$ cat src/mcuic_params.svh
// offsets, field positions, reset values and vectors of the interrupt block
`ifndef MCUIC_PARAMS_SVH
`define MCUIC_PARAMS_SVH
`define MCUIC_IDX_CPU_STATUS 8'h06
`define MCUIC_IDX_INT_STATUS 8'h07
`define MCUIC_IDX_PERIPH_REQ 8'h16
`define MCUIC_IDX_PERIPH_EN 8'h17
`define MCUIC_IDX_SW_STATUS 8'h20
`define MCUIC_IDX_SW_MASK 8'h21
`define MCUIC_ADDR_W 10
`define MCUIC_CPU_GLINT_BIT 4
`define MCUIC_CPU_RESET 8'h10
`define MCUIC_INT_RESET 8'h00
`define MCUIC_PIR_RESET 8'h02
`define MCUIC_PIE_RESET 8'h00
`define MCUIC_INT_PEF 7
`define MCUIC_INT_CKF 6
`define MCUIC_INT_T0F 5
`define MCUIC_INT_EXF 4
`define MCUIC_INT_PEE 3
`define MCUIC_INT_CKE 2
`define MCUIC_INT_T0E 1
`define MCUIC_INT_EXE 0
`define MCUIC_VEC_RESET 16'h0000
`define MCUIC_VEC_EXT 16'h0008
`define MCUIC_VEC_T0 16'h0010
`define MCUIC_VEC_CK 16'h0018
`define MCUIC_VEC_PERIPH 16'h0020
`define MCUIC_SW_VECTOR 0
`define MCUIC_SW_RETURN 1
`define MCUIC_SW_BADCLR 2
`define MCUIC_SW_W 3
`endif

$ cat src/mcuic_pkg.sv
// types of the interrupt block
package mcuic_pkg;
    typedef enum logic [1:0] {
        MCUIC_SEL_EXT,
        MCUIC_SEL_T0,
        MCUIC_SEL_CK,
        MCUIC_SEL_PER
    } mcuic_sel_type;
endpackage : mcuic_pkg

$ cat src/mcuic_top.sv
// interrupt controller with core hand-off and ahb-lite registers
//
// Added by the designer: the AHB-Lite interface to the registers.
`include "mcuic_params.svh"
`timescale 1ns/10ps
`default_nettype none
module mcuic_top (
    input wire logic CLK,
    input wire logic RST,
    input wire logic EXT_IRQ_PIN,
    input wire logic CLK_PIN_EDGE,
    input wire logic TIMER_ZERO_OVF,
    input wire logic [7:0] PERIPH_EVENTS,
    input wire logic CORE_ACK,
    input wire logic CORE_TWO_CYCLE,
    input wire logic CORE_RETURN,
    input wire logic CORE_SLEEPING,
    input wire logic [15:0] RETURN_ADDR,
    output logic VECTOR_REQ,
    output logic [15:0] VECTOR_ADDR,
    output logic STACK_PUSH,
    output logic [15:0] STACK_PUSH_ADDR,
    output logic STACK_POP,
    output logic WAKE_UP,
    output logic GLOBAL_IRQ_DISABLE,
    output logic IRQ,
    input wire logic HSEL,
    input wire logic [31:0] HADDR,
    input wire logic [1:0] HTRANS,
    input wire logic HWRITE,
    input wire logic [2:0] HSIZE,
    input wire logic HREADY,
    input wire logic [31:0] HWDATA,
    output logic [31:0] HRDATA,
    output logic HREADYOUT,
    output logic HRESP
);
    logic ext_s1_q, ext_s2_q, ext_s3_q;
    logic [7:0] cpu_q, ints_q, pir_q, pie_q;
    logic [`MCUIC_SW_W-1:0] sws_q, swm_q;
    logic wr_ph_q;
    logic [7:0] widx_q;
    logic [7:0] ridx;
    logic ext_rise, ext_wait_q;
    logic periph_pend, glint, pend_any, bad_clear;
    logic [3:0] enab_clr, flag_set;
    logic wr_int, wr_pir, wr_pie, wr_cpu, wr_sws, wr_swm;
    logic take;
    logic [15:0] vec_d;
    mcuic_pkg::mcuic_sel_type sel;

    // pin sync, rising edge detect from stage two onward
    always_ff @(posedge CLK)
    begin
        if (RST)
        begin
            ext_s1_q <= 1'b0;
            ext_s2_q <= 1'b0;
            ext_s3_q <= 1'b0;
        end
        else
        begin
            ext_s1_q <= EXT_IRQ_PIN;
            ext_s2_q <= ext_s1_q;
            ext_s3_q <= ext_s2_q;
        end
    end
    assign ext_rise = ext_s2_q & ~ext_s3_q;

    // ahb-lite decode, word index from byte address
    assign HREADYOUT = 1'b1;
    assign HRESP = 1'b0;
    assign ridx = HADDR[`MCUIC_ADDR_W-1:2];

    always_ff @(posedge CLK)
    begin
        if (RST)
        begin
            wr_ph_q <= 1'b0;
            widx_q <= 8'h00;
        end
        else if (HREADY)
        begin
            wr_ph_q <= HSEL & HTRANS[1] & HWRITE;
            widx_q <= ridx;
        end
    end
    assign wr_cpu = wr_ph_q && widx_q == `MCUIC_IDX_CPU_STATUS;
    assign wr_int = wr_ph_q && widx_q == `MCUIC_IDX_INT_STATUS;
    assign wr_pir = wr_ph_q && widx_q == `MCUIC_IDX_PERIPH_REQ;
    assign wr_pie = wr_ph_q && widx_q == `MCUIC_IDX_PERIPH_EN;
    assign wr_sws = wr_ph_q && widx_q == `MCUIC_IDX_SW_STATUS;
    assign wr_swm = wr_ph_q && widx_q == `MCUIC_IDX_SW_MASK;

    assign periph_pend = |(pir_q & pie_q);
    assign glint = cpu_q[`MCUIC_CPU_GLINT_BIT];

    // hold pin request one cycle during two-cycle instruction
    always_ff @(posedge CLK)
    begin
        if (RST)
            ext_wait_q <= 1'b0;
        else
            ext_wait_q <= ext_rise & CORE_TWO_CYCLE;
    end

    // flag events per source: ext, t0, clock pin
    assign flag_set = {1'b0, CLK_PIN_EDGE, TIMER_ZERO_OVF, ext_rise};
    // enables dropping by software in this cycle
    assign enab_clr = {~HWDATA[`MCUIC_INT_PEE] & ints_q[`MCUIC_INT_PEE],
                       ~HWDATA[`MCUIC_INT_CKE] & ints_q[`MCUIC_INT_CKE],
                       ~HWDATA[`MCUIC_INT_T0E] & ints_q[`MCUIC_INT_T0E],
                       ~HWDATA[`MCUIC_INT_EXE] & ints_q[`MCUIC_INT_EXE]}
                      & {4{wr_int}};
    // flag set as its enable clears with interrupts on
    assign bad_clear = ~glint & |(enab_clr
        & (flag_set | {|PERIPH_EVENTS, 3'b000}));

    // gated request per source, global disable blocks
    assign pend_any = ~glint & (bad_clear
        | (ints_q[`MCUIC_INT_EXF] & ints_q[`MCUIC_INT_EXE] & ~ext_wait_q)
        | (ints_q[`MCUIC_INT_T0F] & ints_q[`MCUIC_INT_T0E])
        | (ints_q[`MCUIC_INT_CKF] & ints_q[`MCUIC_INT_CKE])
        | (periph_pend & ints_q[`MCUIC_INT_PEE]));

    // fixed priority choice of four vectors
    always_comb
    begin
        if (ints_q[`MCUIC_INT_EXF] & ints_q[`MCUIC_INT_EXE] & ~ext_wait_q)
            sel = mcuic_pkg::MCUIC_SEL_EXT;
        else if (ints_q[`MCUIC_INT_T0F] & ints_q[`MCUIC_INT_T0E])
            sel = mcuic_pkg::MCUIC_SEL_T0;
        else if (ints_q[`MCUIC_INT_CKF] & ints_q[`MCUIC_INT_CKE])
            sel = mcuic_pkg::MCUIC_SEL_CK;
        else
            sel = mcuic_pkg::MCUIC_SEL_PER;
    end

    // vector address table, reset address on bad clear
    always_comb
    begin
        unique case (sel)
            mcuic_pkg::MCUIC_SEL_EXT: vec_d = `MCUIC_VEC_EXT;
            mcuic_pkg::MCUIC_SEL_T0: vec_d = `MCUIC_VEC_T0;
            mcuic_pkg::MCUIC_SEL_CK: vec_d = `MCUIC_VEC_CK;
            mcuic_pkg::MCUIC_SEL_PER: vec_d = `MCUIC_VEC_PERIPH;
        endcase
        if (bad_clear)
            vec_d = `MCUIC_VEC_RESET;
    end

    // wake-up on any event even with global disable set, vectors only with it clear
    assign WAKE_UP = CORE_SLEEPING & |(flag_set | {3'b000, |PERIPH_EVENTS});
    assign take = VECTOR_REQ & CORE_ACK;

    // request to core, held until acknowledged
    always_ff @(posedge CLK)
    begin
        if (RST)
        begin
            VECTOR_REQ <= 1'b0;
            VECTOR_ADDR <= `MCUIC_VEC_RESET;
        end
        else if (take)
            VECTOR_REQ <= 1'b0;
        else if (!VECTOR_REQ && pend_any)
        begin
            VECTOR_REQ <= 1'b1;
            VECTOR_ADDR <= vec_d;
        end
    end

    // push return address and pop on return
    always_ff @(posedge CLK)
    begin
        if (RST)
        begin
            STACK_PUSH <= 1'b0;
            STACK_PUSH_ADDR <= 16'h0000;
            STACK_POP <= 1'b0;
        end
        else
        begin
            STACK_PUSH <= take;
            STACK_POP <= CORE_RETURN;
            if (take)
                STACK_PUSH_ADDR <= RETURN_ADDR;
        end
    end

    // set global disable on response, clear on return
    always_ff @(posedge CLK)
    begin
        if (RST)
            cpu_q <= `MCUIC_CPU_RESET;
        else if (take)
            cpu_q[`MCUIC_CPU_GLINT_BIT] <= 1'b1;
        else if (CORE_RETURN)
            cpu_q[`MCUIC_CPU_GLINT_BIT] <= 1'b0;
        else if (wr_cpu)
            cpu_q[`MCUIC_CPU_GLINT_BIT] <= HWDATA[`MCUIC_CPU_GLINT_BIT];
    end
    assign GLOBAL_IRQ_DISABLE = glint;

    // flags, enables of interrupt status register
    always_ff @(posedge CLK)
    begin
        if (RST)
            ints_q <= `MCUIC_INT_RESET;
        else
        begin
            if (wr_int)
                ints_q[6:0] <= HWDATA[6:0];
            // hardware clear of own-vector flag on take
            if (take && VECTOR_ADDR == `MCUIC_VEC_EXT)
                ints_q[`MCUIC_INT_EXF] <= 1'b0;
            if (take && VECTOR_ADDR == `MCUIC_VEC_T0)
                ints_q[`MCUIC_INT_T0F] <= 1'b0;
            if (take && VECTOR_ADDR == `MCUIC_VEC_CK)
                ints_q[`MCUIC_INT_CKF] <= 1'b0;
            // events set flags regardless, set wins over clear
            if (flag_set[0])
                ints_q[`MCUIC_INT_EXF] <= 1'b1;
            if (flag_set[1])
                ints_q[`MCUIC_INT_T0F] <= 1'b1;
            if (flag_set[2])
                ints_q[`MCUIC_INT_CKF] <= 1'b1;
            ints_q[`MCUIC_INT_PEF] <= 1'b0;
        end
    end

    // peripheral flags cleared by software only, event wins
    always_ff @(posedge CLK)
    begin
        if (RST)
        begin
            pir_q <= `MCUIC_PIR_RESET;
            pie_q <= `MCUIC_PIE_RESET;
        end
        else
        begin
            pir_q <= (wr_pir ? HWDATA[7:0] : pir_q) | PERIPH_EVENTS;
            if (wr_pie)
                pie_q <= HWDATA[7:0];
        end
    end

    // sticky block events, write one clears, mask gates irq
    always_ff @(posedge CLK)
    begin
        if (RST)
        begin
            sws_q <= '0;
            swm_q <= '0;
        end
        else
        begin
            sws_q <= (sws_q & ~(wr_sws ? HWDATA[`MCUIC_SW_W-1:0] : '0))
                     | {bad_clear, CORE_RETURN, take};
            if (wr_swm)
                swm_q <= HWDATA[`MCUIC_SW_W-1:0];
        end
    end
    assign IRQ = |(sws_q & swm_q);

    always_ff @(posedge CLK)
    begin
        if (RST)
            HRDATA <= 32'h00000000;
        else if (HREADY && HSEL && HTRANS[1] && !HWRITE)
        begin
            unique case (ridx)
                `MCUIC_IDX_CPU_STATUS: HRDATA <= {24'h000000, cpu_q};
                `MCUIC_IDX_INT_STATUS:
                    HRDATA <= {24'h000000, periph_pend, ints_q[6:0]};
                `MCUIC_IDX_PERIPH_REQ: HRDATA <= {24'h000000, pir_q};
                `MCUIC_IDX_PERIPH_EN: HRDATA <= {24'h000000, pie_q};
                `MCUIC_IDX_SW_STATUS: HRDATA <= {29'h0000000, sws_q};
                `MCUIC_IDX_SW_MASK: HRDATA <= {29'h0000000, swm_q};
                default: HRDATA <= 32'h00000000;
            endcase
        end
    end

    // global disable blocks new requests
    no_vec_masked_a: assert property (@(posedge CLK) disable iff (RST)
        (glint && !VECTOR_REQ) |=> !VECTOR_REQ)
        else $error("vector raised while disabled");
    // response sets disable and pushes
    take_sets_dis_a: assert property (@(posedge CLK) disable iff (RST)
        take |=> (glint && STACK_PUSH && STACK_PUSH_ADDR == $past(RETURN_ADDR)))
        else $error("response did not disable or push");
    // return clears disable and pops
    ret_clears_a: assert property (@(posedge CLK) disable iff (RST)
        (CORE_RETURN && !take) |=> (!glint && STACK_POP))
        else $error("return did not clear disable");
    // timer zero event sets its flag
    flag_sets_a: assert property (@(posedge CLK) disable iff (RST)
        TIMER_ZERO_OVF |=> ints_q[`MCUIC_INT_T0F])
        else $error("timer flag not set");
    // pending flag as read back equals gated or
    pend_or_a: assert property (@(posedge CLK) disable iff (RST)
        (HREADY && HSEL && HTRANS[1] && !HWRITE
         && ridx == `MCUIC_IDX_INT_STATUS)
        |=> HRDATA[`MCUIC_INT_PEF] == |($past(pir_q) & $past(pie_q)))
        else $error("pending flag wrong");
    // timer zero take clears its flag
    own_clear_a: assert property (@(posedge CLK) disable iff (RST)
        (take && VECTOR_ADDR == `MCUIC_VEC_T0 && !TIMER_ZERO_OVF
         && !wr_int) |=> !ints_q[`MCUIC_INT_T0F])
        else $error("timer flag kept after vector");
    // peripheral flags survive vectoring
    per_keep_a: assert property (@(posedge CLK) disable iff (RST)
        (take && !wr_pir) |=> (pir_q == ($past(pir_q) | $past(PERIPH_EVENTS))))
        else $error("peripheral flags changed");
    // request holds until ack
    req_hold_a: assert property (@(posedge CLK) disable iff (RST)
        (VECTOR_REQ && !CORE_ACK) |=> (VECTOR_REQ && $stable(VECTOR_ADDR)))
        else $error("request dropped early");
    // bad clear goes to reset address
    bad_reset_a: assert property (@(posedge CLK) disable iff (RST)
        (bad_clear && !VECTOR_REQ) |=> VECTOR_ADDR == `MCUIC_VEC_RESET)
        else $error("bad clear not to reset");
    vec_ext_c: cover property (@(posedge CLK) take
        && VECTOR_ADDR == `MCUIC_VEC_EXT);
    vec_per_c: cover property (@(posedge CLK) take
        && VECTOR_ADDR == `MCUIC_VEC_PERIPH);
    ret_c: cover property (@(posedge CLK) STACK_POP);
    irq_c: cover property (@(posedge CLK) IRQ);
endmodule : mcuic_top
`default_nettype wire

$ cat config.mk
export PLATFORM = sky130hd
export DESIGN_NAME = mcuic_top
export DESIGN_NICKNAME = d
export VERILOG_FILES = /design/src/mcuic_pkg.sv /design/src/mcuic_top.sv
export VERILOG_INCLUDE_DIRS = /design/src
export SDC_FILE = /design/constraint.sdc
export NUM_CORES = 1
export LEC_CHECK = 0
export BUFFER_PORTS_ARGS = -buffer_cell sky130_fd_sc_hd__buf_2
export CORE_ASPECT_RATIO = 0.7
export CORE_MARGIN = 8
export CORE_UTILIZATION = 42
export CTS_BUF_LIST = sky130_fd_sc_hd__clkbuf_8
export DETAILED_ROUTE_END_ITERATION = 16
export PLACE_DENSITY = 0.79
export RECOVER_POWER = 25
export SLEW_MARGIN = 15
export SYNTH_ARGS = -nofsm -noshare
export SYNTH_HDL_FRONTEND = slang
export SYNTH_SLANG_ARGS = --single-unit
$ cat constraint.sdc
create_clock -name CLK -period 1.8 [get_ports CLK]
set_clock_uncertainty 0.1 [all_clocks]
set_input_delay 0.09 -clock CLK [delete_from_list [all_inputs] [get_ports CLK]]
set_output_delay 0.09 -clock CLK [all_outputs]
set_load 0.02 [all_outputs]
==> metrics.md, run 1 <==
| Metric | Value |
|---|---|
| Result of the run | completed |
| Post-synth EDFFs | 0 |
| Sequential fraction of the synthesis area | 42.8% |
| Final #Nets | 619 |
| Pleak | 2.15 nW |
| Max-capacitance violation count | 0 |
| Highest-count cells in the layout ignoring fill and taps | buf_2 (81), dfxtp_1 (73), dlygate4sd3_1 (45), nand2_1 (43), conb_1 (39) |
| Number of clock sinks | 73 |
| Die boundary height | between 90 and 100 um |
| Pwr dens | about 740 nW/um2 |
| Switching fraction of total power | approximately 27% |
| Mapped Avg Cell Area | approximately 9.3 um2 |
| Buffer type at the clock tree root | clkbuf_8 |
| Commonest non-fill, non-tap cell in the layout | buf_2 |
| Global route overflow | 0 |
| Routability Congestion | around 0.86 |
| Synthesis-stage register bit count | between 70 and 80 |
| Overall die width | ~120 um |
| Upper clock frequency limit | between 500 and 600 MHz |
| Crit path from | HADDR[4] |
| Critical path capture point | HRDATA[0] |
| Number of antenna repair diodes | 0 |
| Antenna viol nets, final | 0 |
| Post-detailed-routing wire length | slightly below 10000 um |
| Fraction of final layout cells with drive strength greater than 1 | between 20 and 30% |
| Buffer levels on the longest clock path | 2 |
| Core Footprint | approximately 7900 um2 |
| Kind of path behind the tightest hold check | input pin to flop |
| Clock power share | about two fifths |
| Synthesized instance count | between 300 and 400 |
| Library cell with the largest summed area after synthesis | dfxtp_1 |
| CP Max Fanout | 4 |
| Worst path arrival time | 1.93 ns |
| End of the worst register-to-register path | VECTOR_ADDR[5] |
| Relative contribution of combinational cells to total power | 11.9% |
| Cell-internal power | 2.50 mW |
| Required time at the worst-slack endpoint | 1.99 ns |
| Setup TNS after final layout | 0 ns |
| Synth top area cells | dfxtp_1 (43%), buf_4 (8.6%), mux2i_1 (6.5%) |
| Wire length per cell | around 16 um |
| Clock tree from TritonCTS | built |
| Number of clock buffers inserted by TritonCTS | 9 |
| First-pass DRT Iterations | 5 |
| HPWL Detailed | between 7000 and 8000 um |
| Starting Density | a little over two fifths |
| Vias/cell | approximately 5.2 |
| Cell variety after synth | 50 |
| Final critical-path required period | 1.74 ns |
| RR Startpoint | ext_s2_q |
| Total Die Area | approximately 11000 um2 |
| Row Count | 27 |
| Startpoint types | input pin |
| Worst reg-to-reg path cell count | 5 |
| Post-synth ARST share | 0% |
| CTS H-Tree Depth | 3 |
| Number of pins with negative max-slew slack in the final report | 0 |
| Power dissipated by switching net loads | approximately 940 uW |
| Worst reg-to-reg setup slack | 0.06 ns |
| Cell area after synthesis | approximately 3400 um2 |
| Final cycle utilization of the critical path | ~97% |
| Number of input and output port buffers inserted | 85 |
| Register clock-pin slew on the reported worst setup and hold paths | approximately 0.08 ns |
| Clock Latency Late Sink | roughly 0.36 ns |
| Final design area excluding fillers | between 4000 and 5000 um2 |
| Syn. warnings | 0 |
| Placed standard-cell area | 3910 um2 |
| All-layer global routing usage | 17.5% |
| Hold Fails Final Rpt | 0 |
| Unrepaired setup endpoints after global routing | false |
| Via count | between 3000 and 4000 |
| # IOs | 177 |
| Final Setup Violations | 0 |
| Vias in the first global route | about 3300 |
| Share of the synthesized area in the top cell type | 42.8% |
| Antenna violations before repair | 0 |
| Area Overhead vs Synth | 35.1% |
| Kind of critical path | input pin to flop |
| Filler cell count in the final layout | 670 |
| Largest net degree at the start of global routing | between 40 and 50 |
| Detailed router's first-iteration violation count | roughly 220 |
| First-pass GRT wire length | around 16000 um |
| Sequential power share | approximately 49% |
| Critical Path Sink Type | flop |
| Maximum resistive drop on vdd | approximately 440 uV |
| Count of unresolved DRC violations after routing | 0 |
| Ys flop type | dfxtp_1 |
how the worst min path moves through the flow:
stage          slack [ns]  endpoint  cells after the start             start
2_1_floorplan        0.08  pir_q[1]                      2  PERIPH_EVENTS[1]
3_3_place_gp         0.19  pir_q[1]                      3  PERIPH_EVENTS[1]
3_5_place_dp         0.20  pir_q[1]                      3  PERIPH_EVENTS[1]
4_1_cts              0.02  pie_q[0]                      4         HWDATA[0]
5_1_grt              0.06  swm_q[0]                      4         HWDATA[0]
6_report             0.05  pie_q[0]                      4         HWDATA[0]
per-layer routing:
layer | share of wire, % | GRT usage (%) | up-vias | wire, um
met1 | 42 | 21.0 | 1510 | 4140
met4 | 0.83 | 5.19 | 0 | 82
met2 | 48 | 29.0 | 145 | 4770
met5 | 0 | 0 | - | 0
met3 | 9.3 | 5.57 | 15 | 917
li1 | - | - | 1525 | -
kinds of logic after synthesis:
group                    after synthesis  share of synthesized area (%)
AND/OR/NAND/NOR                      109                           16.7
AO/OA/AOI/OAI                         84                           18.2
flip-flops                            73                           42.8
multiplexers                          31                           9.75
other                                  2                          0.220
adder cells (fa/ha/maj)                1                          0.367
buffers and inverters                 67                           12.0
stage by stage:
step	hold slack (ns)	util, %	setup slack [ns]	instances	power, mW
2_1_floorplan	0.0816	-	0.141	404	1.96
3_3_place_gp	0.187	49.7	0.0202	557	2.03
3_5_place_dp	0.201	49.7	-0.0123	557	2.04
4_1_cts	0.0227	58.2	0.0126	619	3.46
5_1_grt	0.0579	58.6	0.0109	619	3.57
6_report	0.0456	58.6	0.0596	619	3.43
flip-flops by register name, summed over array words and instances, names as in the netlist:
signal	flops
STACK_PUSH_ADDR	16
HRDATA	8
pie_q	8
pir_q	8
widx_q	8
ints_q	7
VECTOR_ADDR	3
swm_q	3
sws_q	3
STACK_POP	1
STACK_PUSH	1
VECTOR_REQ	1
cpu_q	1
ext_s1_q	1
ext_s2_q	1
ext_s3_q	1
ext_wait_q	1
wr_ph_q	1
synthesized netlist by cell type, types with 2 or more instances:
cell,number
o211ai_1,2
a31o_2,2
a22o_1,25
o21ai_0,7
mux2_2,8
a222oi_1,4
dfxtp_1,73
nand3b_1,3
nor2b_1,7
and2_1,2
a21bo_2,2
buf_4,39
buf_2,2
inv_1,14
nor3_1,2
nor2_1,23
mux2i_1,22
a22oi_1,5
nor4_1,2
nand4_1,4
a41o_1,2
nand3_1,3
clkbuf_1,11
nand2_1,44
conb_1,2
nand2b_1,3
a21oi_1,28
and3_1,4
power by group through the flow:
stage	sequential [mW]	combinational (mW)	clock (mW)
after floorplan	1.71	0.254	0
after global placement	1.71	0.317	0
after detailed placement	1.72	0.325	0
after CTS	1.68	0.400	1.39
after global routing	1.68	0.443	1.45
final	1.68	0.409	1.35
worst max-delay path: stages:
cell           delay (ns)
dlygate4sd3_1        0.53
buf_2                0.14
or4b_4               0.50
nand2_2              0.09
nand4_1              0.22
buf_4                0.22
o21ai_0              0.14
cell type report:
class	instances	area, um2	area share, %
clock inverter	7	86.3	1.87
multi-input combinational	264	1720	37.2
sequential	73	1460	31.7
tap	101	126	2.74
timing repair buffer	151	1040	22.7
clock buffer	9	124	2.69
inverter	14	52.6	1.14
what timing repair did:
item                                    CTS  global route
setup buffers                             1             1
endpoints found under the hold margin    51             0
hold buffers                             45             0
pin swaps                                 1             2
endpoints found under the setup margin    4            28
gates resized for setup                   0            10
cloned                                    0             0
No activity file was read; power rests on OpenSTA's default activity.
==> inputs of run 2 (changes only) <==
--- a/config.mk
+++ b/config.mk
@@ -7,12 +7,14 @@
 export NUM_CORES = 1
 export LEC_CHECK = 0
 export BUFFER_PORTS_ARGS = -buffer_cell sky130_fd_sc_hd__buf_2
+export CELL_PAD_IN_SITES_DETAIL_PLACEMENT = 0
+export CELL_PAD_IN_SITES_GLOBAL_PLACEMENT = 2
 export CORE_ASPECT_RATIO = 0.7
 export CORE_MARGIN = 8
-export CORE_UTILIZATION = 42
+export CORE_UTILIZATION = 23
 export CTS_BUF_LIST = sky130_fd_sc_hd__clkbuf_8
 export DETAILED_ROUTE_END_ITERATION = 16
-export PLACE_DENSITY = 0.79
+export PLACE_DENSITY = 0.78
 export RECOVER_POWER = 25
 export SLEW_MARGIN = 15
 export SYNTH_ARGS = -nofsm -noshare
==> metrics.md, run 2 (same netlist as run 1, synthesis figures left out) <==
| Metric | Value |
|---|---|
| Result of the run | completed |
| Final worst-path setup slack | 0.0466 ns (-0.0130 ns) |
| Clock power share | 38.3% (-0.9 points) |
| Area Overhead vs Synth | 41.6% |
| Wire length per cell | 14.9 um (-6.8%) |
| Number of clock sinks | 73 (unchanged) |
| Global route overflow | 0 (unchanged) |
| Post-detailed-routing wire length | 10800 um (+9.1%) |
| Core Footprint | 14600 um2 (+85%) |
| Vias in the first global route | 3213 (-1.7%) |
| Sequential power share | 49.0% (about the same) |
| Setup TNS after final layout | 0 ns (unchanged) |
| Max-capacitance violation count | 0 (unchanged) |
| Number of flip-flops in the largest register | 16 (unchanged) |
| Relative contribution of combinational cells to total power | 12.8% (+0.9 points) |
| Antenna viol nets, final | 0 (unchanged) |
| Hold wc startpoint | RST |
| Startpoint types | flop |
| Critical Path Sink Type | flop |
| Number of input and output port buffers inserted | 85 (unchanged) |
| Required time at the worst-slack endpoint | 1.95 ns (-0.04 ns) |
| Worst path arrival time | 1.90 ns (-0.03 ns) |
| First-pass GRT wire length | 17000 um (+7.1%) |
| Upper clock frequency limit | 570 MHz (-0.74%) |
| Cells along the critical path | nor4b_4, and3_4, buf_4, o211ai_4, and4_1, a41o_1 |
| Final design area excluding fillers | 4830 um2 (+4.9%) |
| # IOs | 177 (unchanged) |
| Crit path from | widx_q[7] |
| Number of antenna repair diodes | 0 (unchanged) |
| Combined flip-flop and latch cell area | 1470 um2 (+0.34%) |
| Cell-internal power | 2.51 mW (+0.64%) |
| CTS H-Tree Depth | 3 (unchanged) |
| Row Count | 37 (+37%) |
| Final critical-path required period | 1.75 ns (+0.0130 ns) |
| Hold Fails Final Rpt | 0 (unchanged) |
| Via count | 3113 (-2.6%) |
| Placed standard-cell area | 4120 um2 (+5.3%) |
| Register containing the most flip-flops in the final layout | STACK_PUSH_ADDR |
| Number of clock buffers inserted by TritonCTS | 9 (unchanged) |
| Buffer and inverter count on the worst path | 1 (-2) |
| Area occupied by multi-input gates | 1750 um2 (+1.9%) |
| Switching fraction of total power | 26.5% (-0.81 points) |
| Buffer levels on the longest clock path | 2 (unchanged) |
| Number of non-filler instances in the completed layout | 725 (+17%) |
| Final #Nets | 631 (+1.9%) |
| Cells after DPL | 663 (+19%) |
| Final cycle utilization of the critical path | 97.4% (+0.72 points) |
| Commonest non-fill, non-tap cell in the layout | buf_2 |
| Worst slew slack as a fraction of its limit | approximately 64% |
| Total Die Area | 19100 um2 (+68%) |
| Cell type group with the largest total delay on the critical path | simple AND/OR/NAND/NOR gates |
| Total power draw | 3.42 mW (-0.46%) |
| Count of unresolved DRC violations after routing | 0 (unchanged) |
| RR Startpoint | widx_q[7] |
| Worst-case hold slack | 0.0407 ns (-0.00490 ns) |
| Final core occ | 33.2% (-25 points) |
| Crit path max-delay cell type | dfxtp_2 |
| First-pass DRT Iterations | 5 (unchanged) |
| Unrepaired setup endpoints after global routing | true |
| Overall die width | 162 um (+31%) |
| Kind of critical path | flop to flop |
| Clock tree from TritonCTS | built |
| Routability Congestion | 0.755 (-12%) |
| Worst slack after detailed placement | -0.00286 ns (+0.00944 ns) |
| Die boundary height | 118 um (+29%) |
| Pwr dens | 707 nW/um2 (-5.1%) |
| CP Max Fanout | 3 (-1) |
| Final Setup Violations | 0 (unchanged) |
| Filler cell count in the final layout | 1529 (+130%) |
| Maximum resistive drop on vdd | 314 uV (-29%) |
| Vias/cell | 4.29 (-17%) |
| Pleak | 2.23 nW (+3.3%) |
| Number of pins with negative max-slew slack in the final report | 0 (unchanged) |
| Power dissipated by switching net loads | 904 uW (-3.4%) |
| Critical path's largest stage delay | 0.34 ns (-0.19 ns) |
| Largest net degree at the start of global routing | 29 (-36%) |
| Detailed router's first-iteration violation count | 231 (+6.0%) |
| Register clock-pin slew on the reported worst setup and hold paths | 0.08 ns (about the same) |
| All-layer global routing usage | 11.3% (-6.2 points) |
| Clock Latency Late Sink | 0.35 ns (about the same) |
| Antenna violations before repair | 0 (unchanged) |
| Starting Density | 23.4% (-20 points) |
| Worst Max-Slew Pin Slew | around 0.53 ns |
| Buffer type at the clock tree root | clkbuf_8 |
| Kind of path behind the tightest hold check | input pin to flop |
| Highest-count cells in the layout ignoring fill and taps | buf_2 (83), dfxtp_1 (69), nand2_1 (44), dlygate4sd3_1 (44), conb_1 (39) |
| Fraction of final layout cells with drive strength greater than 1 | 30.6% (+2.2 points) |
| HPWL Detailed | 8220 um (+12%) |
run 2: cell types whose count changed in the layout (fill, tap and decap cells not counted), moves of 2 or more:
cell,previous run,this run
inv_1,14,16
dfxtp_1,73,69
clkinv_4,2,0
dfxtp_2,0,4
inv_8,2,0
buf_2,81,83
buf_4,19,29
run 2: worst paths after layout:
| check | to | slack (ns) | depth (start not counted) |
|---|---|---|---|
| worst max-delay path | VECTOR_ADDR[4] | 0.05 | 6 |
| worst min-delay path | swm_q[0] | 0.04 | 2 |
| worst max register to register | VECTOR_ADDR[4] | 0.05 | 6 |
| worst min register to register | ext_s2_q | 0.33 | 1 |
run 2: power groups by stage:
stage | sequential, mW | combinational (mW) | clock (mW)
detailed placement | 1.71 | 0.351 | 0
floorplan | 1.71 | 0.254 | 0
global placement | 1.71 | 0.347 | 0
global route | 1.68 | 0.476 | 1.42
finish | 1.67 | 0.436 | 1.31
CTS | 1.67 | 0.425 | 1.35
run 2: timing repair:
| item | 4_1_cts | 5_1_grt |
|---|---|---|
| resized for setup | 2 | 17 |
| endpoints found under the setup margin | 2 | 28 |
| hold buffers | 44 | 0 |
| pin swaps | 0 | 6 |
| buffers inserted | 0 | 2 |
| hold endpoints to repair | 50 | 0 |
run 2: area by class of cell:
cell class | instances | area share, %
Timing Repair Buffer | 163 | 23.3
Clock inverter | 6 | 1.22
Tap cell | 195 | 5.05
Sequential cell | 73 | 30.3
Multi-Input combinational cell | 264 | 36.2
Clock buffer | 10 | 2.85
Inverter | 14 | 1.09
run 2: per-layer routing:
| layer | GRT usage, % | vias to the layer above | wire length (um) |
|---|---|---|---|
| met5 | 0 | - | 0 |
| met4 | 2.08 | 0 | 78 |
| met3 | 4.30 | 5 | 776 |
| met2 | 17.9 | 94 | 4900 |
| met1 | 14.3 | 1467 | 5060 |
| li1 | - | 1547 | - |
